`src/rtl/pin_routing_consts.vh`:
```
// constants for the external pin routing block
`ifndef PIN_ROUTING_CONSTS_VH
`define PIN_ROUTING_CONSTS_VH

// ==========================================================
// register port addresses
`define PIN_ROUTE_ADDR        16'h1C00
`define USB_CTRL_ADDR         16'h1C32
`define REG_CTRL_ADDR         16'h7004

// ==========================================================
// routing select field positions
`define PP_FIELD_MSB          14
`define PP_FIELD_LSB          12
`define SP1_FIELD_MSB         11
`define SP1_FIELD_LSB         10
`define SP0_FIELD_MSB         9
`define SP0_FIELD_LSB         8

// ==========================================================
// regulator and usb field positions
`define CORE_VSEL_BIT         1
`define USB_REG_EN_BIT        0
`define BYTE_SEL_MSB          1
`define BYTE_SEL_LSB          0

// ==========================================================
// reset values
`define PP_FIELD_RESET        3'h0
`define SP_FIELD_RESET        2'h0
`define CORE_VSEL_RESET       1'h0
`define USB_REG_EN_RESET      1'h0
`define BYTE_SEL_RESET        2'h0

// ==========================================================
// parallel port mode codes
`define PP_MODE_LCD16         3'h0
`define PP_MODE_SPI_GPIO      3'h1
`define PP_MODE_LCD8_GPIO     3'h2
`define PP_MODE_LCD8_SPI_AS4  3'h3
`define PP_MODE_LCD8_AS3_UART 3'h4
`define PP_MODE_LCD8_SPI_UART 3'h5
`define PP_MODE_SPI_AS_GPIO   3'h6

// ==========================================================
// serial port mode codes
`define SP_MODE_CARD          2'h0
`define SP_MODE_AUDIO_GPIO    2'h1
`define SP_MODE_GPIO          2'h2

// ==========================================================
// usb byte access codes
`define BYTE_SEL_WORD         2'h0
`define BYTE_SEL_HIGH         2'h1
`define BYTE_SEL_LOW          2'h2

`endif

```
`src/rtl/external_bus_pin_routing.v`:
```
// pin multiplexer for parallel and serial ports plus config regs
// Overview of operation
// - parallel port field picks 21 pin sources
// - code 000 routes full lcd bridge
// - code 001: spi, gpio, uart, third audio
// - code 010: lcd pixels and eight gpio
// - code 011: lcd pixels, spi, fourth audio
// - code 100: lcd pixels, third audio, uart
// - code 101: lcd pixels, spi, uart
// - code 110: spi, both audio, six gpio
// - serial one code 00: second card
// - serial one 01: audio plus gpio 11:10
// - serial one 10: gpio 11 to 6
// - serial zero code 00: first card
// - serial zero 01: audio plus gpio 5:4
// - serial zero 10: gpio 5 to 0
// - new routing applies next clock cycle
// - bits 15, 7, 6 read zero
// - core regulator defaults high, selectable voltage
// - usb regulator off until software enables
// - usb access word wide, byte select
`timescale 1ns/1ps
`include "pin_routing_consts.vh"

module external_bus_pin_routing (
  input  wire        sys_clk,
  input  wire        resetn,
  // cpu register port
  input  wire [15:0] io_addr,
  input  wire        io_wr_en,
  input  wire        io_rd_en,
  input  wire [15:0] io_wdata,
  output reg  [15:0] io_rdata,
  output reg         io_rd_valid,
  // parallel port pads
  input  wire [20:0] pp_pin_in,
  output wire [20:0] pp_pin_out,
  output wire [20:0] pp_pin_oe,
  // serial port pads
  input  wire [5:0]  sp0_pin_in,
  output wire [5:0]  sp0_pin_out,
  output wire [5:0]  sp0_pin_oe,
  input  wire [5:0]  sp1_pin_in,
  output wire [5:0]  sp1_pin_out,
  output wire [5:0]  sp1_pin_oe,
  // lcd bridge: [15:0] pixel data, [20:16] control
  input  wire [20:0] lcd_out,
  input  wire [20:0] lcd_oe,
  output reg  [20:0] lcd_in,
  // spi: [3:0] routed in codes 001, 011, 101, 110, [6:4] only in wide modes
  input  wire [6:0]  spi_out,
  input  wire [6:0]  spi_oe,
  output reg  [6:0]  spi_in,
  input  wire [3:0]  uart_out,
  input  wire [3:0]  uart_oe,
  output reg  [3:0]  uart_in,
  // audio serial ports
  input  wire [3:0]  first_audio_serial_port_out,
  input  wire [3:0]  first_audio_serial_port_oe,
  output reg  [3:0]  first_audio_serial_port_in,
  input  wire [3:0]  second_audio_serial_port_out,
  input  wire [3:0]  second_audio_serial_port_oe,
  output reg  [3:0]  second_audio_serial_port_in,
  input  wire [3:0]  third_audio_serial_port_out,
  input  wire [3:0]  third_audio_serial_port_oe,
  output reg  [3:0]  third_audio_serial_port_in,
  input  wire [3:0]  fourth_audio_serial_port_out,
  input  wire [3:0]  fourth_audio_serial_port_oe,
  output reg  [3:0]  fourth_audio_serial_port_in,
  // card interfaces
  input  wire [5:0]  first_card_interface_out,
  input  wire [5:0]  first_card_interface_oe,
  output reg  [5:0]  first_card_interface_in,
  input  wire [5:0]  second_card_interface_out,
  input  wire [5:0]  second_card_interface_oe,
  output reg  [5:0]  second_card_interface_in,
  // general purpose io
  input  wire [31:0] gp_out,
  input  wire [31:0] gp_oe,
  output wire [31:0] gp_in,
  // configuration outputs
  output wire [2:0]  parallel_port_route_field,
  output wire [1:0]  serial_port_one_route_field,
  output wire [1:0]  serial_port_zero_route_field,
  output wire        core_regulator_voltage_select,
  output wire        usb_regulator_enable,
  output wire [1:0]  usb_byte_access_select
);

  // ========================================================
  // state and internal nets
  reg  [2:0]  pp_mode;       // parallel port route code
  reg  [1:0]  sp1_mode;      // serial port one route code
  reg  [1:0]  sp0_mode;      // serial port zero route code
  reg         core_vsel;     // 0 = 1.3 V, 1 = 1.05 V
  reg         usb_reg_en;    // usb regulator on
  reg  [1:0]  byte_sel;      // usb byte access code
  reg  [15:0] next_rdata;    // read mux result
  reg  [7:0]  pp_gp_in;      // gpio bits seen on parallel port
  reg  [5:0]  sp0_gp_in;     // gpio 5:0 seen on serial zero
  reg  [5:0]  sp1_gp_in;     // gpio 11:6 seen on serial one
  wire [32:0] pins_sync;     // synchronised pad inputs
  wire [20:0] pp_in;         // parallel port pads, synced
  wire [5:0]  sp0_in;        // serial zero pads, synced
  wire [5:0]  sp1_in;        // serial one pads, synced
  wire [20:0] lcd8_in;       // narrow lcd view of the pads
  wire [7:0]  pp_gp_out;     // gpio 31:27 and 20:18
  wire [7:0]  pp_gp_oe;      // their enables

  // ========================================================
  // routing functions
  // parallel port source picked by mode, shared by out and oe
  function [20:0] pp_route;
    input [2:0]  mode;
    input [20:0] lcd;
    input [6:0]  spi;
    input [7:0]  gpio;
    input [3:0]  uart;
    input [3:0]  as3;
    input [3:0]  as4;
    begin
      case (mode)
        `PP_MODE_LCD16: pp_route = lcd;
        `PP_MODE_SPI_GPIO: pp_route = {as3, uart, gpio[5:0], spi};
        `PP_MODE_LCD8_GPIO: pp_route = {lcd[20:16], gpio, lcd[7:0]};
        `PP_MODE_LCD8_SPI_AS4:
          pp_route = {lcd[20:16], as4, spi[3:0], lcd[7:0]};
        `PP_MODE_LCD8_AS3_UART:
          pp_route = {lcd[20:16], uart, as3, lcd[7:0]};
        `PP_MODE_LCD8_SPI_UART:
          pp_route = {lcd[20:16], uart, spi[3:0], lcd[7:0]};
        `PP_MODE_SPI_AS_GPIO: pp_route = {gpio[5:0], as4, as3, spi};
        default: pp_route = 21'h000000;
      endcase
    end
  endfunction
  // serial port source, used for both ports, out and oe
  function [5:0] sp_route;
    input [1:0] mode;
    input [5:0] card;
    input [3:0] audio;
    input [5:0] gpio;
    case (mode)
      `SP_MODE_CARD: sp_route = card;
      `SP_MODE_AUDIO_GPIO: sp_route = {gpio[5:4], audio};
      `SP_MODE_GPIO: sp_route = gpio;
      // reserved code leaves pads undriven
      default: sp_route = 6'h00;
    endcase
  endfunction

  // ========================================================
  // pad input synchroniser
  // pads are asynchronous, so inputs arrive two flops late
  pin_input_sync #(.WIDTH(33)) u_pin_sync (
    .sys_clk  (sys_clk),
    .resetn   (resetn),
    .async_in ({sp1_pin_in, sp0_pin_in, pp_pin_in}),
    .sync_out (pins_sync)
  );
  assign pp_in   = pins_sync[20:0];
  assign sp0_in  = pins_sync[26:21];
  assign sp1_in  = pins_sync[32:27];
  assign lcd8_in = {pp_in[20:16], 8'h00, pp_in[7:0]};

  // ========================================================
  // outward routing
  assign pp_gp_out = {gp_out[31:27], gp_out[20:18]};
  assign pp_gp_oe  = {gp_oe[31:27], gp_oe[20:18]};
  // routing is combinational from the stored field, so
  // a write at one edge steers the pins in the next cycle
  assign pp_pin_out = pp_route(pp_mode, lcd_out, spi_out, pp_gp_out,
                               uart_out, third_audio_serial_port_out,
                               fourth_audio_serial_port_out);
  assign pp_pin_oe  = pp_route(pp_mode, lcd_oe, spi_oe, pp_gp_oe,
                               uart_oe, third_audio_serial_port_oe,
                               fourth_audio_serial_port_oe);
  assign sp1_pin_out = sp_route(sp1_mode, second_card_interface_out,
                                second_audio_serial_port_out,
                                gp_out[11:6]);
  assign sp1_pin_oe  = sp_route(sp1_mode, second_card_interface_oe,
                                second_audio_serial_port_oe,
                                gp_oe[11:6]);
  assign sp0_pin_out = sp_route(sp0_mode, first_card_interface_out,
                                first_audio_serial_port_out,
                                gp_out[5:0]);
  assign sp0_pin_oe  = sp_route(sp0_mode, first_card_interface_oe,
                                first_audio_serial_port_oe,
                                gp_oe[5:0]);

  // ========================================================
  // inward routing, parallel port
  // unrouted peripherals see zero, never foreign pin activity
  always @* begin
    lcd_in                      = 21'h000000;
    spi_in                      = 7'h00;
    uart_in                     = 4'h0;
    third_audio_serial_port_in  = 4'h0;
    fourth_audio_serial_port_in = 4'h0;
    pp_gp_in                    = 8'h00;
    case (pp_mode)
      `PP_MODE_LCD16: lcd_in = pp_in;
      `PP_MODE_SPI_GPIO: begin
        spi_in                     = pp_in[6:0];
        pp_gp_in                   = {2'h0, pp_in[12:7]};
        uart_in                    = pp_in[16:13];
        third_audio_serial_port_in = pp_in[20:17];
      end
      `PP_MODE_LCD8_GPIO: begin
        lcd_in   = lcd8_in;
        pp_gp_in = pp_in[15:8];
      end
      `PP_MODE_LCD8_SPI_AS4: begin
        lcd_in                      = lcd8_in;
        spi_in                      = {3'h0, pp_in[11:8]};
        fourth_audio_serial_port_in = pp_in[15:12];
      end
      `PP_MODE_LCD8_AS3_UART: begin
        lcd_in                     = lcd8_in;
        third_audio_serial_port_in = pp_in[11:8];
        uart_in                    = pp_in[15:12];
      end
      `PP_MODE_LCD8_SPI_UART: begin
        lcd_in  = lcd8_in;
        spi_in  = {3'h0, pp_in[11:8]};
        uart_in = pp_in[15:12];
      end
      `PP_MODE_SPI_AS_GPIO: begin
        spi_in                      = pp_in[6:0];
        third_audio_serial_port_in  = pp_in[10:7];
        fourth_audio_serial_port_in = pp_in[14:11];
        pp_gp_in                    = {2'h0, pp_in[20:15]};
      end
      // reserved code, all inputs held at zero
      default: lcd_in = 21'h000000;
    endcase
  end

  // ========================================================
  // inward routing, serial ports
  always @* begin
    first_card_interface_in     = 6'h00;
    second_card_interface_in    = 6'h00;
    first_audio_serial_port_in  = 4'h0;
    second_audio_serial_port_in = 4'h0;
    sp0_gp_in                   = 6'h00;
    sp1_gp_in                   = 6'h00;
    case (sp1_mode)
      `SP_MODE_CARD:       second_card_interface_in = sp1_in;
      `SP_MODE_AUDIO_GPIO: begin
        second_audio_serial_port_in = sp1_in[3:0];
        sp1_gp_in                   = {sp1_in[5:4], 4'h0};
      end
      `SP_MODE_GPIO:       sp1_gp_in = sp1_in;
      default:             sp1_gp_in = 6'h00;
    endcase
    case (sp0_mode)
      `SP_MODE_CARD:       first_card_interface_in = sp0_in;
      `SP_MODE_AUDIO_GPIO: begin
        first_audio_serial_port_in = sp0_in[3:0];
        sp0_gp_in                  = {sp0_in[5:4], 4'h0};
      end
      `SP_MODE_GPIO:       sp0_gp_in = sp0_in;
      default:             sp0_gp_in = 6'h00;
    endcase
  end
  // gpio bits outside this block's pads read as zero
  assign gp_in = {pp_gp_in[7:3], 6'h00, pp_gp_in[2:0], 6'h00,
                  sp1_gp_in, sp0_gp_in};

  // ========================================================
  // register writes
  // no interlock: software gates and resets peripherals
  always @(posedge sys_clk) begin
    if (!resetn) begin
      pp_mode    <= `PP_FIELD_RESET;
      sp1_mode   <= `SP_FIELD_RESET;
      sp0_mode   <= `SP_FIELD_RESET;
      core_vsel  <= `CORE_VSEL_RESET;
      usb_reg_en <= `USB_REG_EN_RESET;
      byte_sel   <= `BYTE_SEL_RESET;
    end else if (io_wr_en) begin
      case (io_addr)
        `PIN_ROUTE_ADDR: begin
          pp_mode  <= io_wdata[`PP_FIELD_MSB:`PP_FIELD_LSB];
          sp1_mode <= io_wdata[`SP1_FIELD_MSB:`SP1_FIELD_LSB];
          sp0_mode <= io_wdata[`SP0_FIELD_MSB:`SP0_FIELD_LSB];
        end
        `USB_CTRL_ADDR: byte_sel <= io_wdata[`BYTE_SEL_MSB:`BYTE_SEL_LSB];
        `REG_CTRL_ADDR: begin
          core_vsel  <= io_wdata[`CORE_VSEL_BIT];
          usb_reg_en <= io_wdata[`USB_REG_EN_BIT];
        end
        // unmapped write ignored
        default: ;
      endcase
    end
  end

  // ========================================================
  // register reads
  always @* begin
    next_rdata = 16'h0000;
    case (io_addr)
      `PIN_ROUTE_ADDR: begin
        next_rdata[`PP_FIELD_MSB:`PP_FIELD_LSB]   = pp_mode;
        next_rdata[`SP1_FIELD_MSB:`SP1_FIELD_LSB] = sp1_mode;
        next_rdata[`SP0_FIELD_MSB:`SP0_FIELD_LSB] = sp0_mode;
      end
      `USB_CTRL_ADDR: next_rdata[`BYTE_SEL_MSB:`BYTE_SEL_LSB] = byte_sel;
      `REG_CTRL_ADDR: begin
        next_rdata[`CORE_VSEL_BIT]  = core_vsel;
        next_rdata[`USB_REG_EN_BIT] = usb_reg_en;
      end
      // unmapped reads return zero
      default: next_rdata = 16'h0000;
    endcase
  end
  // read data registered, valid one cycle after the strobe
  always @(posedge sys_clk) begin
    if (!resetn) begin
      io_rdata    <= 16'h0000;
      io_rd_valid <= 1'b0;
    end else begin
      io_rd_valid <= io_rd_en;
      if (io_rd_en) begin
        io_rdata <= next_rdata;
      end
    end
  end

  // ========================================================
  // configuration outputs
  assign parallel_port_route_field     = pp_mode;
  assign serial_port_one_route_field   = sp1_mode;
  assign serial_port_zero_route_field  = sp0_mode;
  assign core_regulator_voltage_select = core_vsel;
  assign usb_regulator_enable          = usb_reg_en;
  assign usb_byte_access_select        = byte_sel;

endmodule

```
`src/rtl/pin_input_sync.v`:
```
// two flip-flop synchroniser for pad inputs
`timescale 1ns/1ps

module pin_input_sync #(
  parameter WIDTH = 33
) (
  input  wire             sys_clk,
  input  wire             resetn,
  input  wire [WIDTH-1:0] async_in,
  output reg  [WIDTH-1:0] sync_out
);

  // ========================================================
  // synchroniser stages
  reg [WIDTH-1:0] meta;  // first stage, read only by sync_out

  // both stages clear on reset so pins read low until valid
  always @(posedge sys_clk) begin
    if (!resetn) begin
      meta     <= {WIDTH{1'b0}};
      sync_out <= {WIDTH{1'b0}};
    end else begin
      meta     <= async_in;
      sync_out <= meta;
    end
  end

endmodule

```
`config.mk`:
```
export PLATFORM = sky130hd
export DESIGN_NAME = external_bus_pin_routing
export DESIGN_NICKNAME = d
export VERILOG_FILES = /design/src/rtl/external_bus_pin_routing.v /design/src/rtl/pin_input_sync.v
export VERILOG_INCLUDE_DIRS = /design/src /design/src/rtl
export SDC_FILE = /design/constraint.sdc
export NUM_CORES = 1
export LEC_CHECK = 0
export CAP_MARGIN = 20
export CELL_PAD_IN_SITES_DETAIL_PLACEMENT = 2
export CELL_PAD_IN_SITES_GLOBAL_PLACEMENT = 2
export CORE_AREA = 2 2 170 172
export DETAILED_ROUTE_END_ITERATION = 8
export DIE_AREA = 0 0 172 174
export DONT_BUFFER_PORTS = 1
export PLACE_DENSITY_LB_ADDON = 0.1
export SKIP_LAST_GASP = 1
export SLEW_MARGIN = 20
export SYNTH_ARGS = -nofsm -noshare
export SYNTH_HDL_FRONTEND = slang
export SYNTH_SLANG_ARGS = --single-unit
```
`constraint.sdc`:
```
create_clock -name sys_clk -period 4 [get_ports sys_clk]
set_input_delay 0.6 -clock sys_clk [delete_from_list [all_inputs] [get_ports sys_clk]]
set_output_delay 0.6 -clock sys_clk [all_outputs]
set_load 0.02 [all_outputs]
```
# [After elaboration in Yosys (flattened, before gate mapping)]
# Index checks and enable logic that the tools add are counted.
[word_totals] output_inout_bits=186 in_bits=253 register_bits=87 word_cells=53
[op_classes] reduce_logical=10 muxes=20 eq_ne=13
[ops] operator="$pmux 21 s7" count=2
[ops] operator="$pmux 6 s3" count=4
[ops] operator="$pmux 21 s2" count=1
[ops] operator="$eq 16x13->1 const B" count=2
[ops] operator="$pmux 6 s2" count=2
[ops] operator="$pmux 8 s3" count=1
[ops] operator="$eq 16x15->1 const B" count=1
[ops] operator="$pmux 4 s2" count=2
[ops] operator="$pmux 7 s2" count=1
[ops] operator="$mux 6" count=2
[ops] operator="$pmux 4 s3" count=1
[ops] operator="$eq 3x3->1 const B" count=3
[ops] operator="$mux 4" count=2
[ops] operator="$mux 7" count=1
[ops] operator="$eq 3x2->1 const B" count=2
[ops] operator="$reduce_and 2->1" count=3
[ops] operator="$reduce_or 2->1" count=3
[ops] operator="$eq 2x1->1 const B" count=2
[ops] operator="$eq 2x2->1 const B" count=2
[ops] operator="$logic_not 2->1" count=2
[ops] operator="$pmux 2 s2" count=1
[ops] operator="$reduce_or 4->1" count=1
[ops] operator="$eq 3x1->1 const B" count=1
[ops] operator="$logic_not 3->1" count=1

# [Logic depth before layout (Yosys ltp)]
[logic_depth] depth_word=3 ltp_mapped=6 depth_no_buf=5

# [By module]
# From an unflattened synthesis, not the netlist that was laid out.
[hier_totals] cells_unflattened=671 area_unflattened_um2=5535.3
[modules_own_cells] module="external_bus_pin_routing" cells_per_inst=532 seq_area_each_um2=420.4 instances=1 area_per_inst_um2=3734.8
[modules_own_cells] module="pin_input_sync" cells_per_inst=139 seq_area_each_um2=1321.3 instances=1 area_per_inst_um2=1800.5

# [Least setup slack after synthesis]
# Ideal clock, no wire load.
[synth_path] path_type="reg-to-output" startpoint="register pp_mode[2] (netlist: parallel_port_route_field[2])" endpoint="output third_audio_serial_port_in[0]" setup_slack_ns=1.409 required_ns=3.400 path_buffers=3 path_stages_with_launch=6 arrival_ns=1.991 cell_sequence="dfxtp_1 buf_2 clkbuf_1 buf_2 nand2b_1 o21ai_0"
[synth_via] elab_chain_len=2 word_cells_on_any_way=4 cone_classes="3 x eq/ne; 1 x mux"
[synth_rtl] item="start, declared" line="external_bus_pin_routing.v:92" rtl="reg [2:0] pp_mode;"
[synth_rtl] item="start signal, assigned" line="external_bus_pin_routing.v:276" rtl="pp_mode <= `PP_FIELD_RESET;"
[synth_rtl] item="start signal, assigned" line="external_bus_pin_routing.v:285" rtl="pp_mode <= io_wdata[`PP_FIELD_MSB:`PP_FIELD_LSB];"
[synth_rtl] item="$eq 3x3->1 or $eq 3x1->1 (tied branches)" line="external_bus_pin_routing.v:201" rtl="case (pp_mode)"
[synth_rtl] item="$pmux 4 s3 *" line="external_bus_pin_routing.v:201"
[synth_rtl] item="end, declared" line="external_bus_pin_routing.v:66" rtl="output reg [3:0] third_audio_serial_port_in,"
# Mark *: on every way between the ends. The rest lies on a longest branch, timed or not.

# [Worst setup path after layout]
[layout_path] startpoint="register pp_mode[1] (netlist: parallel_port_route_field[1])" endpoint="output lcd_in[19]"
[layout_via] elab_chain_len=3 word_cells_on_any_way=7 cone_classes="4 x eq/ne; 1 x mux; 2 x reduce/logical"
[layout_rtl] item="$eq 3x2->1 or $eq 3x3->1 (tied branches)" line="external_bus_pin_routing.v:201"
[layout_rtl] item="$reduce_or 4->1 (no source line)"
[layout_rtl] item="$pmux 21 s2 *" line="external_bus_pin_routing.v:201"
[layout_rtl] item="end, declared" line="external_bus_pin_routing.v:49" rtl="output reg [20:0] lcd_in,"
# Marks and branches as above.

==> reports/metrics.yaml <==
logic_synthesis:
  synth_edf_count: 0
  synth_warnings: 0
  ys_seq_area_share_pct: 31.5
  ys_seq_elements: 87
  synth-main-ff-cell: "dfxtp_1"
  synth_area_sq_um: 5530
  avgSynthCellArea_sq_um: 8.13
  async_flop_share_pct: 0
  synth_cell_type_count: 44
  netlist_instances: 680
critical_path:
  endpoint: "lcd_in[19]"
  path_class: "flip-flop to output pin"
  arrival_ns: 2.76
  path_cells: "buf_4 -> and2_1 -> nor2_2 -> and2_1"
  crit_family: "simple AND/OR/NAND/NOR gates"
  path_buf_inv: 1
  max_stage_delay_ns: 0.88
  startpoint: "parallel_port_route_field[1]"
  crit_required_ns: 3.40
  critPathLaunchType: "flip-flop"
  worst-r2r-setup-slack_ns: 2.80
  r2r-end: "parallel_port_route_field[0]"
  slowest_stage: "nor2_2"
  reg2reg_from: "parallel_port_route_field[0]"
  path_common_cell: "and2_1"
  critPathCaptureType: "output pin"
  cp.depth: 4
  reg2reg_depth: 3
  cp_max_fo: 32
timing:
  setup_tns_ns: 0
  maxSlewViolCount: 0
  relSlewSlack_pct: 32.4
  setup_viol: 0
  fmax_ghz: 0.297
  worst_pin_slew_ns: 1.01
  period_needed_ns: 3.36
  fin_worst_skew_ns: 0.00774
  finalHoldViolations: 0
  fin_crit_sh_pct: 84.1
  rsz0062_at_grt: "no"
clock_tree:
  cts_buffers: 9
  cts_tree: "built"
  clk_latency_ns: 0.34
  h-tree-depth: 3
  ctsRootBufferMaster: "clkbuf_16"
  cts.sinks: 87
  cts_setup_buffers: 0
  hold_buffers: 0
  cts.clk_slew.worst_paths_ns: 0.06
  cts_resized: 0
  clk_path_buf_depth: 2
global_routing:
  grt_pass1_vias: 5528
  grt_usage_pct: 15.9
  antenna_found_initial: 2
  grt_overflow: 0
  grt_max_degree: 97
  grt_pass1_wl_um: 35800
route:
  drc_errors: 0
  wl_per_cell_um: 24.4
  num_vias: 5061
  wl_um: 25200
  drtIter0Drc: 213
  ant_nets: 0
  first_pass_iters: 4
  vias_per_cell: 4.90
die:
  dieArea_sq_um: 29900
  start_util_pct: 19.6
  dieHeight_um: 174
  die_w_um: 172
  num_rows: 62
  ios: 439
  fp.coreArea_sq_um: 28200
pwr:
  leakagePower_nw: 2.30
  p_per_area_nw_per_um2: 337
  vdd_drop_max_mv: 0.198
  finalPower_w: 0.00207
run:
  drv_cap: 0
final_layout:
  syn2layout_area_growth_pct: 10.8
  layout-drive-gt1-share_pct: 8.02
  final_nets: 904
  fillCellCount: 3302
  final_util_pct: 21.7
worst_hold_path:
  hold_path_class: "input port to flip-flop"
placed_design:
  place_hpwl_um: 19900
  place_congestion: 0.794
  port_buffers: 0
status:
  status: "complete, no violations"
## per-layer routing
metal	part of all wire (%)	global-route usage (%)	wire length (um)	up-vias
met5	0.064	0	16	-
met1	36	16.6	9130	2487
li1	-	-	-	2291
met3	9.6	5.17	2410	21
met4	1.7	4.41	430	2
met2	52	29.9	13200	260
## final cells by class
cell class	count	area, sq um	share of cell area, %
antenna	1	2.50	0.0409
clock buffer	9	225	3.68
clock inverter	7	103	1.68
inverter	5	18.8	0.306
multi-input combinational	530	3470	56.6
sequential	87	1750	28.6
tap	384	480	7.85
timing repair buffer	10	75.1	1.23
## cell usage in the layout, fill, tap and decap left out, types with 9 or more instances in the layout
cell,Yosys,layout
o22ai_1,10,10
o21ai_0,27,27
nand2b_1,10,10
nand3_1,13,13
dfxtp_1,87,84
clkbuf_16,0,9
buf_4,19,10
mux2_2,10,10
conb_1,1,19
mux2i_1,38,38
nor2b_1,23,22
a21oi_1,28,28
nand2_1,48,48
nor2_1,39,38
a22oi_1,36,36
a222oi_1,16,16
and2_1,124,124
a22o_1,18,18
a21o_1,9,9
## report_power, final
group | leakage, nW | internal [W] | switching [W] | total [W]
Clock | 0.162 | 0.000557 | 0.000386 | 0.000942
Sequential | 0.718 | 0.000897 | 0.0000191 | 0.000916
Combinational | 1.42 | 0.0000704 | 0.000136 | 0.000207
Total | 2.30 | 0.00152 | 0.000541 | 0.00207
## state kept, by name, summed over array words and instances, names as in the netlist
register	cells
usb_byte_access_select	2
serial_port_one_route_field	2
parallel_port_route_field	3
u_pin_sync.meta	33
serial_port_zero_route_field	2
usb_regulator_enable	1
io_rd_valid	1
u_pin_sync.sync_out	33
core_regulator_voltage_select	1
io_rdata	9
## cell usage after synthesis, types with 5 or more instances
cell type	number	share of area, %
dfxtp_1	87	32
nor2b_1	23	2.6
and3_1	6	0.68
a21boi_0	8	1.1
a22o_1	18	2.9
a21oi_1	28	2.5
a31oi_1	5	0.57
inv_1	5	0.34
o21ai_0	27	2.4
nor2_1	39	2.6
mux2i_1	38	6.9
nand2_1	48	3.3
nand2b_1	10	1.1
a222oi_1	16	2.9
ha_1	8	1.8
buf_2	10	0.91
buf_4	19	2.6
a21o_1	9	1.2
nand3_1	13	1.2
o22ai_1	10	1.1
o221ai_1	7	1.1
and2_1	124	14
a22oi_1	36	4.9
clkbuf_1	43	2.9
mux2_2	10	2.0
## cell families (layout without fill, tap and decap cells)
| family | count (synthesis) | after routing | share of synthesized area [%] |
|---|---|---|---|
| AO/OA/AOI/OAI | 173 | 173 | 22.1 |
| adder cells (fa/ha/maj) | 8 | 8 | 1.81 |
| buffers and inverters | 81 | 31 | 7.02 |
| flip-flops | 87 | 87 | 31.5 |
| multiplexers | 48 | 48 | 8.92 |
| other | 1 | 20 | 0.0679 |
| AND/OR/NAND/NOR | 282 | 282 | 28.6 |
## worst min-delay path by stage
| stage | startpoint | endpoint | cells past startpoint |
|---|---|---|---|
| 2_1_floorplan | u_pin_sync.meta[25] | u_pin_sync.sync_out[25] | 1 |
| 3_3_place_gp | u_pin_sync.meta[5] | u_pin_sync.sync_out[5] | 1 |
| 3_5_place_dp | u_pin_sync.meta[1] | u_pin_sync.sync_out[1] | 1 |
| 4_1_cts | io_rd_en | io_rdata[0] | 1 |
| 5_1_grt | io_rd_en | io_rdata[0] | 1 |
| 6_report | io_rd_en | io_rdata[0] | 1 |
## through the flow
stage,instances,instance area (sq um),setup WS (ns),hold WS (ns)
floorplan,698,5590,1.41,0.406
global placement,1016,5790,1.04,0.417
detailed placement,1016,5790,0.904,0.422
CTS,1032,6120,0.527,0.325
global route,1033,6120,0.432,0.329
finish,1033,6120,0.636,0.346
No activity file was read; power rests on OpenSTA's default activity.
